[config.mk]
export PLATFORM = sky130hd
export DESIGN_NAME = scpwm_top
export DESIGN_NICKNAME = d
export VERILOG_FILES = /design/src/rtl/scpwm_pkg.sv /design/src/rtl/scpwm_top.sv
export SDC_FILE = /design/constraint.sdc
export NUM_CORES = 1
export LEC_CHECK = 0
export ABC_AREA = 1
export BUFFER_PORTS_ARGS = -buffer_cell sky130_fd_sc_hd__buf_2
export CAP_MARGIN = 15
export CORE_ASPECT_RATIO = 1.4
export CORE_UTILIZATION = 25
export CTS_CLUSTER_DIAMETER = 30
export DETAILED_ROUTE_END_ITERATION = 16
export GPL_TIMING_DRIVEN = 0
export SYNTH_ARGS = -nofsm -noshare
export SYNTH_HDL_FRONTEND = slang
export SYNTH_SLANG_ARGS = --single-unit
[constraint.sdc]
create_clock -name aclk -period 4.6 [get_ports aclk]
set_clock_uncertainty 0.1 [all_clocks]
set_input_delay 0.92 -clock aclk [delete_from_list [all_inputs] [get_ports aclk]]
set_output_delay 0.92 -clock aclk [all_outputs]
set_load 0.005 [all_outputs]
[src/rtl/scpwm_pkg.sv]
package scpwm_pkg;
	// Register indices; byte address is four times the index
	localparam logic [7:0] IDX_CLKCTL  = 8'h8E;
	localparam logic [7:0] IDX_PER_LO  = 8'hD9;
	localparam logic [7:0] IDX_PER_HI  = 8'hD1;
	localparam logic [7:0] IDX_PIN_PRI = 8'hDE;
	localparam logic [7:0] IDX_PIN_ALT = 8'hC6;
	localparam logic [7:0] IDX_CTRL1   = 8'hDF;
	localparam logic [7:0] IDX_DT_EN   = 8'hF9;
	localparam logic [7:0] IDX_DT_CNT  = 8'hFA;
	localparam logic [7:0] IDX_UNLOCK  = 8'hC7;
	localparam logic [7:0] IDX_CNT_LO  = 8'hE0;
	localparam logic [7:0] IDX_CNT_HI  = 8'hE1;
	// Duty byte indices, element n is channel n
	localparam logic [5:0][7:0] IDX_DUTY_LO = {8'hCD, 8'hCC, 8'hDD, 8'hDC, 8'hDB, 8'hDA};
	localparam logic [5:0][7:0] IDX_DUTY_HI = {8'hC5, 8'hC4, 8'hD5, 8'hD4, 8'hD3, 8'hD2};
	// Field positions and writable masks
	localparam int         CTRL_TYP_BIT  = 4;
	localparam int         CTRL_MOD_LSB  = 6;
	localparam int         CLK_CKS_BIT   = 6;
	localparam int         DT_CNT8_BIT   = 4;
	localparam logic [7:0] PIN_PRI_MASK  = 8'h3F;
	localparam logic [7:0] PIN_ALT_MASK  = 8'h2E;
	localparam logic [7:0] CLK_MASK      = 8'h40;
	localparam logic [7:0] DT_EN_MASK    = 8'h17;
	// Reset values
	localparam logic [7:0]  RST_BYTE = 8'h00;
	localparam logic [15:0] RST_WORD = 16'h0000;
	localparam logic [8:0]  RST_DT   = 9'h000;
	// Unlock keys
	localparam logic [7:0] KEY_FIRST  = 8'hAA;
	localparam logic [7:0] KEY_SECOND = 8'h55;
	// Bus responses
	localparam logic [1:0] RESP_OKAY   = 2'b00;
	localparam logic [1:0] RESP_SLVERR = 2'b10;
	// Sizes
	localparam int NUM_CH   = 6;
	localparam int NUM_PAIR = 3;
	// Pairing modes
	typedef enum logic [1:0] {
		MODE_INDEP = 2'b00,
		MODE_COMP  = 2'b01,
		MODE_SYNC  = 2'b10,
		MODE_RSVD  = 2'b11
	} scpwm_mode_t;
	// Unlock sequence states
	typedef enum logic [1:0] {TA_IDLE, TA_KEY1, TA_OPEN} scpwm_ta_t;
	// Pin group: drive level and PWM select per channel
	typedef struct packed {
		logic [5:0] level;
		logic [5:0] sel;
	} scpwm_pins_t;
endpackage

[src/rtl/scpwm_top.sv]
// Design decision made here: the AXI4-Lite register port.
`timescale 1ns/1ns
// Function
// - Edge type counts up from zero to period, then restarts at zero.
// - Edge type sets generator at zero, clears on duty match.
// - Center type counts up to period, then down to zero, repeating.
// - Center type clears on up-count match, sets on down-count match.
// - Edge period is period plus one ticks; high time is duty ticks.
// - Center period is twice period ticks; high time is twice duty.
// - Control bit 4 picks edge type at 0, center type at 1.
// - Mode field 7:6 picks independent, complementary, synchronized; 11 reserved.
// - Independent mode is reset default; each channel uses its own duty.
// - Complementary mode: odd channels invert even partner, ignore own duty.
// - Each pair has a nine-bit dead-time down-counter for the off gap.
// - With dead-time, each rising edge waits until the counter reaches zero.
// - Each pair has its own dead-time enable bit.
// - Dead-time registers accept writes only after the unlock sequence.
// - Dead-time acts only in complementary mode.
// - Duty value is sixteen bits from a high and a low byte.
// - Primary select bits 0 to 5 hand channel pins to PWM when set.
// - Alternate select bits 5, 3, 2, 1 hand alternate pins to PWM.
// - Clock source bit picks system clock at 0, timer 1 overflow at 1.
// - Dead gap is nine-bit count plus one system clocks.
// - Enable bits 0, 1, 2 serve pairs 0/1, 2/3, 4/5 rising edges.
// - Synchronized mode: odd channels copy their even partner in phase.
module scpwm_top
	import scpwm_pkg::*;
(
	// Clock and reset
	input  wire logic        aclk,
	input  wire logic        aresetn,
	// Timer 1 overflow pulse
	input  wire logic        t1_ovf,
	// AXI4-Lite write channels
	input  wire logic [11:0] s_axi_awaddr,
	input  wire logic        s_axi_awvalid,
	output logic             s_axi_awready,
	input  wire logic [31:0] s_axi_wdata,
	input  wire logic [3:0]  s_axi_wstrb,
	input  wire logic        s_axi_wvalid,
	output logic             s_axi_wready,
	output logic [1:0]       s_axi_bresp,
	output logic             s_axi_bvalid,
	input  wire logic        s_axi_bready,
	// AXI4-Lite read channels
	input  wire logic [11:0] s_axi_araddr,
	input  wire logic        s_axi_arvalid,
	output logic             s_axi_arready,
	output logic [31:0]      s_axi_rdata,
	output logic [1:0]       s_axi_rresp,
	output logic             s_axi_rvalid,
	input  wire logic        s_axi_rready,
	// Output pins
	output scpwm_pins_t      pri_pins,
	output scpwm_pins_t      alt_pins
);
	// Register file
	logic [15:0]       per_q, per_d;
	logic [5:0][15:0]  duty_q, duty_d;
	logic [7:0]        ctrl_q, ctrl_d;
	logic [7:0]        psel_q, psel_d;
	logic [7:0]        asel_q, asel_d;
	logic [7:0]        clk_q, clk_d;
	logic [7:0]        dten_q, dten_d;
	logic [7:0]        dtlo_q, dtlo_d;
	scpwm_ta_t         ta_q, ta_d;
	// Bus state
	logic              awready_q, awready_d;
	logic              wready_q, wready_d;
	logic              bvalid_q, bvalid_d;
	logic [1:0]        bresp_q, bresp_d;
	logic              arready_q, arready_d;
	logic              rvalid_q, rvalid_d;
	logic [1:0]        rresp_q, rresp_d;
	logic [31:0]       rdata_q, rdata_d;
	logic              aw_full_q, aw_full_d;
	logic [11:0]       wa_q, wa_d;
	logic              w_full_q, w_full_d;
	logic [7:0]        wd_q, wd_d;
	logic              wb_q, wb_d;
	// Counter and generators
	logic [15:0]       cnt_q, cnt_d;
	logic              up_q, up_d;
	logic [5:0]        gen_q, gen_d;
	// Pairing and dead-time
	logic [5:0]        raw;
	logic [2:0]        act;
	logic [2:0]        busy_q, busy_d;
	logic [2:0]        prev_q, prev_d;
	logic [2:0][8:0]   dc_q, dc_d;
	logic [5:0]        lvl_q, lvl_d;
	scpwm_pins_t       pri_q, pri_d;
	scpwm_pins_t       alt_q, alt_d;
	// Decoded helpers
	logic              wr_fire;
	logic              wr_ok;
	logic              wr_en;
	logic [7:0]        wr_ix;
	logic [8:0]        wr_look;
	logic [8:0]        rd_look;
	logic              tick;
	logic              typ;
	scpwm_mode_t       mode;
	logic [8:0]        dt_cnt;

	// Register read lookup: hit flag above the byte
	function automatic logic [8:0] rd_reg(input logic [7:0] ix);
		logic [8:0] r;
		r = {1'b1, RST_BYTE};
		case (ix)
			IDX_PER_LO:  r[7:0] = per_q[7:0];
			IDX_PER_HI:  r[7:0] = per_q[15:8];
			IDX_PIN_PRI: r[7:0] = psel_q;
			IDX_PIN_ALT: r[7:0] = asel_q;
			IDX_CTRL1:   r[7:0] = ctrl_q;
			IDX_CLKCTL:  r[7:0] = clk_q;
			IDX_DT_EN:   r[7:0] = dten_q;
			IDX_DT_CNT:  r[7:0] = dtlo_q;
			IDX_UNLOCK:  r[7:0] = {7'h00, ta_q == TA_OPEN};
			IDX_CNT_LO:  r[7:0] = cnt_q[7:0];
			IDX_CNT_HI:  r[7:0] = cnt_q[15:8];
			default:     r[8] = 1'b0;
		endcase
		for (int i = 0; i < NUM_CH; i++) begin
			if (ix == IDX_DUTY_LO[i])
				r = {1'b1, duty_q[i][7:0]};
			if (ix == IDX_DUTY_HI[i])
				r = {1'b1, duty_q[i][15:8]};
		end
		return r;
	endfunction

	// Register lookups; a process so that register changes are seen, not only index changes
	always_comb begin
		wr_look = rd_reg(wr_ix);
		rd_look = rd_reg(s_axi_araddr[9:2]);
	end

	// Decode
	assign wr_ix   = wa_q[9:2];
	assign wr_fire = aw_full_q && w_full_q && !bvalid_q;
	assign wr_ok   = (wa_q[11:10] == 2'b00) && wr_look[8];
	assign wr_en   = wr_fire && wr_ok && wb_q;
	assign typ     = ctrl_q[CTRL_TYP_BIT];
	assign mode    = scpwm_mode_t'(ctrl_q[CTRL_MOD_LSB +: 2]);
	assign dt_cnt  = {dten_q[DT_CNT8_BIT], dtlo_q};
	assign tick    = clk_q[CLK_CKS_BIT] ? t1_ovf : 1'b1;

	// Bus outputs
	assign s_axi_awready = awready_q;
	assign s_axi_wready  = wready_q;
	assign s_axi_bvalid  = bvalid_q;
	assign s_axi_bresp   = bresp_q;
	assign s_axi_arready = arready_q;
	assign s_axi_rvalid  = rvalid_q;
	assign s_axi_rresp   = rresp_q;
	assign s_axi_rdata   = rdata_q;
	assign pri_pins      = pri_q;
	assign alt_pins      = alt_q;

	// AXI4-Lite handshakes; address and data latched in either order
	always_comb begin
		aw_full_d = aw_full_q;
		wa_d      = wa_q;
		w_full_d  = w_full_q;
		wd_d      = wd_q;
		wb_d      = wb_q;
		bvalid_d  = bvalid_q;
		bresp_d   = bresp_q;
		arready_d = arready_q;
		rvalid_d  = rvalid_q;
		rresp_d   = rresp_q;
		rdata_d   = rdata_q;
		if (s_axi_awvalid && awready_q) begin
			aw_full_d = 1'b1;
			wa_d      = s_axi_awaddr;
		end
		if (s_axi_wvalid && wready_q) begin
			w_full_d = 1'b1;
			wd_d     = s_axi_wdata[7:0];
			wb_d     = s_axi_wstrb[0];
		end
		if (wr_fire) begin
			aw_full_d = 1'b0;
			w_full_d  = 1'b0;
			bvalid_d  = 1'b1;
			bresp_d   = wr_ok ? RESP_OKAY : RESP_SLVERR;
		end
		if (bvalid_q && s_axi_bready)
			bvalid_d = 1'b0;
		awready_d = !aw_full_d;
		wready_d  = !w_full_d;
		if (s_axi_arvalid && arready_q) begin
			arready_d = 1'b0;
			rvalid_d  = 1'b1;
			if ((s_axi_araddr[11:10] == 2'b00) && rd_look[8]) begin
				rdata_d = {24'h00_0000, rd_look[7:0]};
				rresp_d = RESP_OKAY;
			end else begin
				rdata_d = 32'h0000_0000;
				rresp_d = RESP_SLVERR;
			end
		end
		if (rvalid_q && s_axi_rready) begin
			rvalid_d  = 1'b0;
			arready_d = 1'b1;
		end
	end

	always_ff @(posedge aclk) begin
		if (!aresetn) begin
			awready_q <= 1'b0;
			wready_q  <= 1'b0;
			bvalid_q  <= 1'b0;
			bresp_q   <= RESP_OKAY;
			arready_q <= 1'b1;
			rvalid_q  <= 1'b0;
			rresp_q   <= RESP_OKAY;
			rdata_q   <= 32'h0000_0000;
			aw_full_q <= 1'b0;
			wa_q      <= 12'h000;
			w_full_q  <= 1'b0;
			wd_q      <= RST_BYTE;
			wb_q      <= 1'b0;
		end else begin
			awready_q <= awready_d;
			wready_q  <= wready_d;
			bvalid_q  <= bvalid_d;
			bresp_q   <= bresp_d;
			arready_q <= arready_d;
			rvalid_q  <= rvalid_d;
			rresp_q   <= rresp_d;
			rdata_q   <= rdata_d;
			aw_full_q <= aw_full_d;
			wa_q      <= wa_d;
			w_full_q  <= w_full_d;
			wd_q      <= wd_d;
			wb_q      <= wb_d;
		end
	end

	// Register writes and unlock sequence
	always_comb begin
		per_d  = per_q;
		duty_d = duty_q;
		ctrl_d = ctrl_q;
		psel_d = psel_q;
		asel_d = asel_q;
		clk_d  = clk_q;
		dten_d = dten_q;
		dtlo_d = dtlo_q;
		ta_d   = ta_q;
		if (wr_fire && wr_ok) begin
			case (ta_q)
				TA_IDLE: ta_d = (wr_ix == IDX_UNLOCK && wd_q == KEY_FIRST) ? TA_KEY1 : TA_IDLE;
				TA_KEY1: ta_d = (wr_ix == IDX_UNLOCK && wd_q == KEY_SECOND) ? TA_OPEN : TA_IDLE;
				default: ta_d = TA_IDLE;
			endcase
		end
		if (wr_en) begin
			case (wr_ix)
				IDX_PER_LO:  per_d[7:0] = wd_q;
				IDX_PER_HI:  per_d[15:8] = wd_q;
				IDX_PIN_PRI: psel_d = wd_q & PIN_PRI_MASK;
				IDX_PIN_ALT: asel_d = wd_q & PIN_ALT_MASK;
				IDX_CTRL1:   ctrl_d = wd_q;
				IDX_CLKCTL:  clk_d = wd_q & CLK_MASK;
				IDX_DT_EN:   if (ta_q == TA_OPEN) dten_d = wd_q & DT_EN_MASK;
				IDX_DT_CNT:  if (ta_q == TA_OPEN) dtlo_d = wd_q;
				default: ;
			endcase
			// Duty built from high and low bytes
			for (int i = 0; i < NUM_CH; i++) begin
				if (wr_ix == IDX_DUTY_LO[i])
					duty_d[i][7:0] = wd_q;
				if (wr_ix == IDX_DUTY_HI[i])
					duty_d[i][15:8] = wd_q;
			end
		end
	end

	always_ff @(posedge aclk) begin
		if (!aresetn) begin
			per_q  <= RST_WORD;
			duty_q <= '0;
			ctrl_q <= RST_BYTE;
			psel_q <= RST_BYTE;
			asel_q <= RST_BYTE;
			clk_q  <= RST_BYTE;
			dten_q <= RST_BYTE;
			dtlo_q <= RST_BYTE;
			ta_q   <= TA_IDLE;
		end else begin
			per_q  <= per_d;
			duty_q <= duty_d;
			ctrl_q <= ctrl_d;
			psel_q <= psel_d;
			asel_q <= asel_d;
			clk_q  <= clk_d;
			dten_q <= dten_d;
			dtlo_q <= dtlo_d;
			ta_q   <= ta_d;
		end
	end

	// Shared counter and per-channel compare
	always_comb begin
		cnt_d = cnt_q;
		up_d  = up_q;
		gen_d = gen_q;
		if (tick) begin
			if (!typ) begin
				up_d  = 1'b1;
				cnt_d = (cnt_q >= per_q) ? RST_WORD : cnt_q + 16'h0001;
			end else if (up_q) begin
				if ({1'b0, cnt_q} + 17'h0_0001 >= {1'b0, per_q}) begin
					cnt_d = per_q;
					up_d  = 1'b0;
				end else begin
					cnt_d = cnt_q + 16'h0001;
				end
			end else if (cnt_q <= 16'h0001) begin
				cnt_d = RST_WORD;
				up_d  = 1'b1;
			end else begin
				cnt_d = cnt_q - 16'h0001;
			end
			// High from zero to match; down slope sets on its match
			for (int i = 0; i < NUM_CH; i++) begin
				if (typ && !up_q)
					gen_d[i] = cnt_q <= duty_q[i];
				else
					gen_d[i] = cnt_q < duty_q[i];
			end
		end
	end

	always_ff @(posedge aclk) begin
		if (!aresetn) begin
			cnt_q <= RST_WORD;
			up_q  <= 1'b1;
			gen_q <= 6'h00;
		end else begin
			cnt_q <= cnt_d;
			up_q  <= up_d;
			gen_q <= gen_d;
		end
	end

	// Pairing modes, dead-time per pair and pin gating
	always_comb begin
		for (int p = 0; p < NUM_PAIR; p++) begin
			raw[2*p] = gen_q[2*p];
			case (mode)
				MODE_COMP: raw[2*p+1] = ~gen_q[2*p];
				MODE_SYNC: raw[2*p+1] = gen_q[2*p];
				default:   raw[2*p+1] = gen_q[2*p+1];
			endcase
			act[p]    = (mode == MODE_COMP) && dten_q[p];
			prev_d[p] = raw[2*p];
			busy_d[p] = busy_q[p];
			dc_d[p]   = dc_q[p];
			if (!act[p]) begin
				busy_d[p] = 1'b0;
			end else if (raw[2*p] != prev_q[p]) begin
				busy_d[p] = 1'b1;
				dc_d[p]   = dt_cnt;
			end else if (busy_q[p]) begin
				if (dc_q[p] == RST_DT)
					busy_d[p] = 1'b0;
				else
					dc_d[p] = dc_q[p] - 9'h001;
			end
			// Rising edges held low while the gap runs
			lvl_d[2*p]   = raw[2*p] & ~busy_d[p];
			lvl_d[2*p+1] = raw[2*p+1] & ~busy_d[p];
		end
		pri_d.level = lvl_d & psel_q[5:0];
		pri_d.sel   = psel_q[5:0];
		alt_d.level = lvl_d & asel_q[5:0];
		alt_d.sel   = asel_q[5:0];
	end

	always_ff @(posedge aclk) begin
		if (!aresetn) begin
			busy_q <= 3'h0;
			prev_q <= 3'h0;
			dc_q   <= '0;
			lvl_q  <= 6'h00;
			pri_q  <= '0;
			alt_q  <= '0;
		end else begin
			busy_q <= busy_d;
			prev_q <= prev_d;
			dc_q   <= dc_d;
			lvl_q  <= lvl_d;
			pri_q  <= pri_d;
			alt_q  <= alt_d;
		end
	end
endmodule

==> flow_summary.json <==
{
  "status": "complete, no violations",
  "die_w_um": 216,
  "place_ws_ps": -153,
  "synth_top_area_share_pct": 32.0,
  "postCtsHoldBufs": 0,
  "drt-pass1-iter-count": 7,
  "grt_pass1_vias": 16000,
  "leakagePower_nw": 8.72,
  "clock_latency_ps": 580,
  "yosysMostFrequentCell": "nand2_1",
  "antenna_found_initial": 2,
  "area_delta_synth_final_pct": 20.8,
  "overflow": 0,
  "die_area_um2": 65300,
  "initial_utilization_pct": 25.3,
  "rr_worst_depth": 24,
  "cp.arrival_ps": 4710,
  "fin_ws_ps": 241,
  "synthCells": 2393,
  "hold_start": "psel_q[4]",
  "period_share_pct": 94.8,
  "fillers": 6950,
  "rrSetupSlack_ps": 240,
  "cpMostUsedCell": "nand2_1",
  "finalCriticalPeriod_ps": 4360,
  "hold_class": "flip-flop to flip-flop",
  "max_cap_viol_count": 0,
  "grt_pass1_wl_um": 95000,
  "p_sw_w": 0.00165,
  "p_per_area_nw_per_um2": 332,
  "cts_buffers": 51,
  "avgSynthCellArea_um2": 6.72,
  "comb_power_share_pct": 4.4,
  "drtAntennaViolNets": 0,
  "cts_num_sinks": 257,
  "critical_path.startpoint": "cnt_q[4]",
  "netlist_top_cells_area": "dfxtp_1 (32%), ha_1 (11%), nand2_1 (9.4%), inv_1 (8.1%), a21oi_1 (7.9%)",
  "grt_usage_pct": 19.3,
  "peakVddDrop_v": 0.000233,
  "ys_warn_count": 0,
  "cts_max_level": 2,
  "synth_edf_count": 0,
  "placementRows": 109,
  "synth_top_cells_by_count": "nand2_1 (404), inv_1 (347), dfxtp_1 (257)",
  "dp_hpwl_um": 48200,
  "holdPathStages": 2,
  "yosysSeqAreaShare_pct": 32.0,
  "path_cells": "buf_2, nand2_1, nor2_1, nand2_1, inv_1, nand2_1, nor2_1, nand2_1, nor3_1, xor2_1, inv_1, ha_1, nand4_1, nor4_1, nand2_1, nand3_1, clkbuf_2, nand2_1, nand2_1, o21ai_1, nand2_1, nand3_1, nand2_1, inv_1",
  "cp_slowest_cell": "dfxtp_2",
  "wl_per_cell_um": 18.8,
  "fin_util_pct": 30.6,
  "nNetsFinal": 2749,
  "yosysTopAreaCell": "dfxtp_1",
  "clockPowerShare_pct": 60.4,
  "whs_endpoint": "pri_pins[4]",
  "synthArstFlopShare_pct": 0,
  "drt-vias-per-instance": 4.89,
  "p_int_w": 0.00479,
  "ys_ff_latch": 257,
  "ioPinCount": 133,
  "finalSetupViolCount": 0,
  "clockBufferDepth": 3,
  "cp-end-kind": "flip-flop",
  "slowest_delay_ps": 620,
  "worst-setup-path-type": "flip-flop to flip-flop",
  "critPathRequiredTime_ps": 4950,
  "cts_tree": "yes",
  "clk_pin_slew_worst_paths_ps": 50,
  "wl_um": 64200,
  "drt_iter0_markers": 1214,
  "clockRootBuffer": "clkbuf_16",
  "ys.flop_type": "dfxtp_1",
  "r2r-start": "cnt_q[4]",
  "tightest_slew_ps": 1290,
  "gp_congestion": 1.00,
  "hold_violations": 0,
  "layout-drive-gt1-share_pct": 10.1,
  "vias": 16700,
  "coreArea_um2": 63400,
  "io_buffers": 70,
  "netlist_area_um2": 16100,
  "relSlewSlack_pct": 14.3,
  "grt_max_degree": 15,
  "post-cts-setup-buffers": 0,
  "worst_setup_path_start_kind": "flip-flop",
  "max_freq_mhz": 229,
  "drcViolationCount": 0,
  "slew_violations": 0,
  "swShare_pct": 25.7,
  "regToRegEndpoint": "cnt_q[8]",
  "pwr-share-seq_pct": 35.3,
  "synth_cell_types": 51,
  "die_h_um": 302,
  "worstPathMaxFanout": 10,
  "rsz0062_at_grt": "false"
}
registers in the layout (all words and copies together), names as in the netlist, 2 cells and up:
register and count:
prev_q 3, dtlo_q 8, ctrl_q 8, psel_q 6, cnt_q 16, wa_q 10
pri_pins 12, dc_q 27, asel_q 4, dten_q 4, gen_q 6, duty_q 96
wd_q 8, busy_q 3, per_q 16, alt_pins 8, s_axi_rdata 8, ta_q 2
worst max path at each step:
stage | slack [ps] | depth (start not counted) | end
after global routing | 60 | 25 | cnt_q[6]
after detailed placement | -150 | 25 | cnt_q[8]
after floorplan | 1180 | 24 | cnt_q[12]
after CTS | 40 | 18 | cnt_q[8]
final | 240 | 24 | cnt_q[8]
after global placement | -110 | 25 | cnt_q[8]
cells by family after synthesis:
family,after synthesis,share of synthesized area (%)
multiplexers,1,0.0623
adder cells (fa/ha/maj),136,10.6
buffers and inverters,484,12.3
XOR/XNOR,29,1.58
flip-flops,257,32.0
AND/OR/NAND/NOR,916,24.7
AO/OA/AOI/OAI,569,18.7
other,1,0.0233
metrics by stage:
stage          setup TNS, ps  std cells  cell area [um2]  hold slack [ps]  power (W)
2_1_floorplan              0       2422            16200              307    0.00246
3_3_place_gp            -263       3324            17600              321    0.00259
3_5_place_dp            -894       3324            17600              319    0.00259
4_1_cts                    0       3419            19400              326    0.00649
5_1_grt                    0       3419            19400              342    0.00662
6_report                   0       3420            19400              326    0.00645
what timing repair did:
item / in CTS / in global routing
setup endpoints to repair: 17 / 17
resized for setup: 8 / 9
gates cloned: 0 / 0
power by group through the flow:
stage               combinational, W  sequential [W]  clock (W)
floorplan                   0.000157         0.00231          0
global placement            0.000274         0.00232          0
detailed placement          0.000275         0.00232          0
CTS                         0.000276         0.00227    0.00394
global route                0.000302         0.00227    0.00405
finish                      0.000281         0.00227    0.00389
critical path, delay by kind of cell, from the launching register on:
| kind | cells | cell delay, ps |
|---|---|---|
| adders and majority gates | 1 | 320 |
| DFF | 1 | 620 |
| xor gates and xnor gates | 1 | 170 |
| buffers and inverters | 5 | 910 |
| AOI/OAI and AO/OA | 1 | 60 |
| and+or+nand+nor | 16 | 2070 |
cells in the final DEF, fill, tap and decap left out, types with 6 or more instances in the layout:
cell	Yosys	final
nand3b_1	6	6
o2111ai_1	7	7
inv_6	0	8
nand4_1	40	40
o21ai_0	221	221
a31oi_1	16	16
dfxtp_1	257	247
nor2_1	246	246
xnor2_1	14	14
dfxtp_2	0	10
o221ai_1	7	7
nor3_1	39	39
ha_1	136	136
clkbuf_16	0	52
nand2_2	9	9
buf_2	17	87
clkbuf_1	75	73
nand2_1	404	404
conb_1	1	30
clkinv_4	0	8
inv_1	347	347
a21oi_1	253	253
a211oi_1	14	14
o21ai_1	32	32
nand3_1	138	138
xor2_1	15	15
buf_4	30	30
o21a_1	6	6
layer usage:
layer  global-route usage, %  wire length (um)
met1                    20.6             24100
met2                    33.8             30800
met3                    3.24              3810
met4                    15.2              5520
met5                       0                15
area by class of cell:
| class | instances | area, um2 | area share, % |
|---|---|---|---|
| Tap cell | 832 | 1040 | 5.36 |
| Clock buffer | 58 | 1360 | 7.03 |
| Timing Repair Buffer | 70 | 350 | 1.81 |
| Sequential cell | 257 | 5160 | 26.6 |
| Clock inverter | 37 | 452 | 2.33 |
| Antenna cell | 1 | 2.50 | 0.0129 |
| Multi-Input combinational cell | 1681 | 9060 | 46.7 |
| Buffer | 128 | 647 | 3.33 |
| Inverter | 356 | 1340 | 6.88 |
No activity file was read; power rests on OpenSTA's default activity.
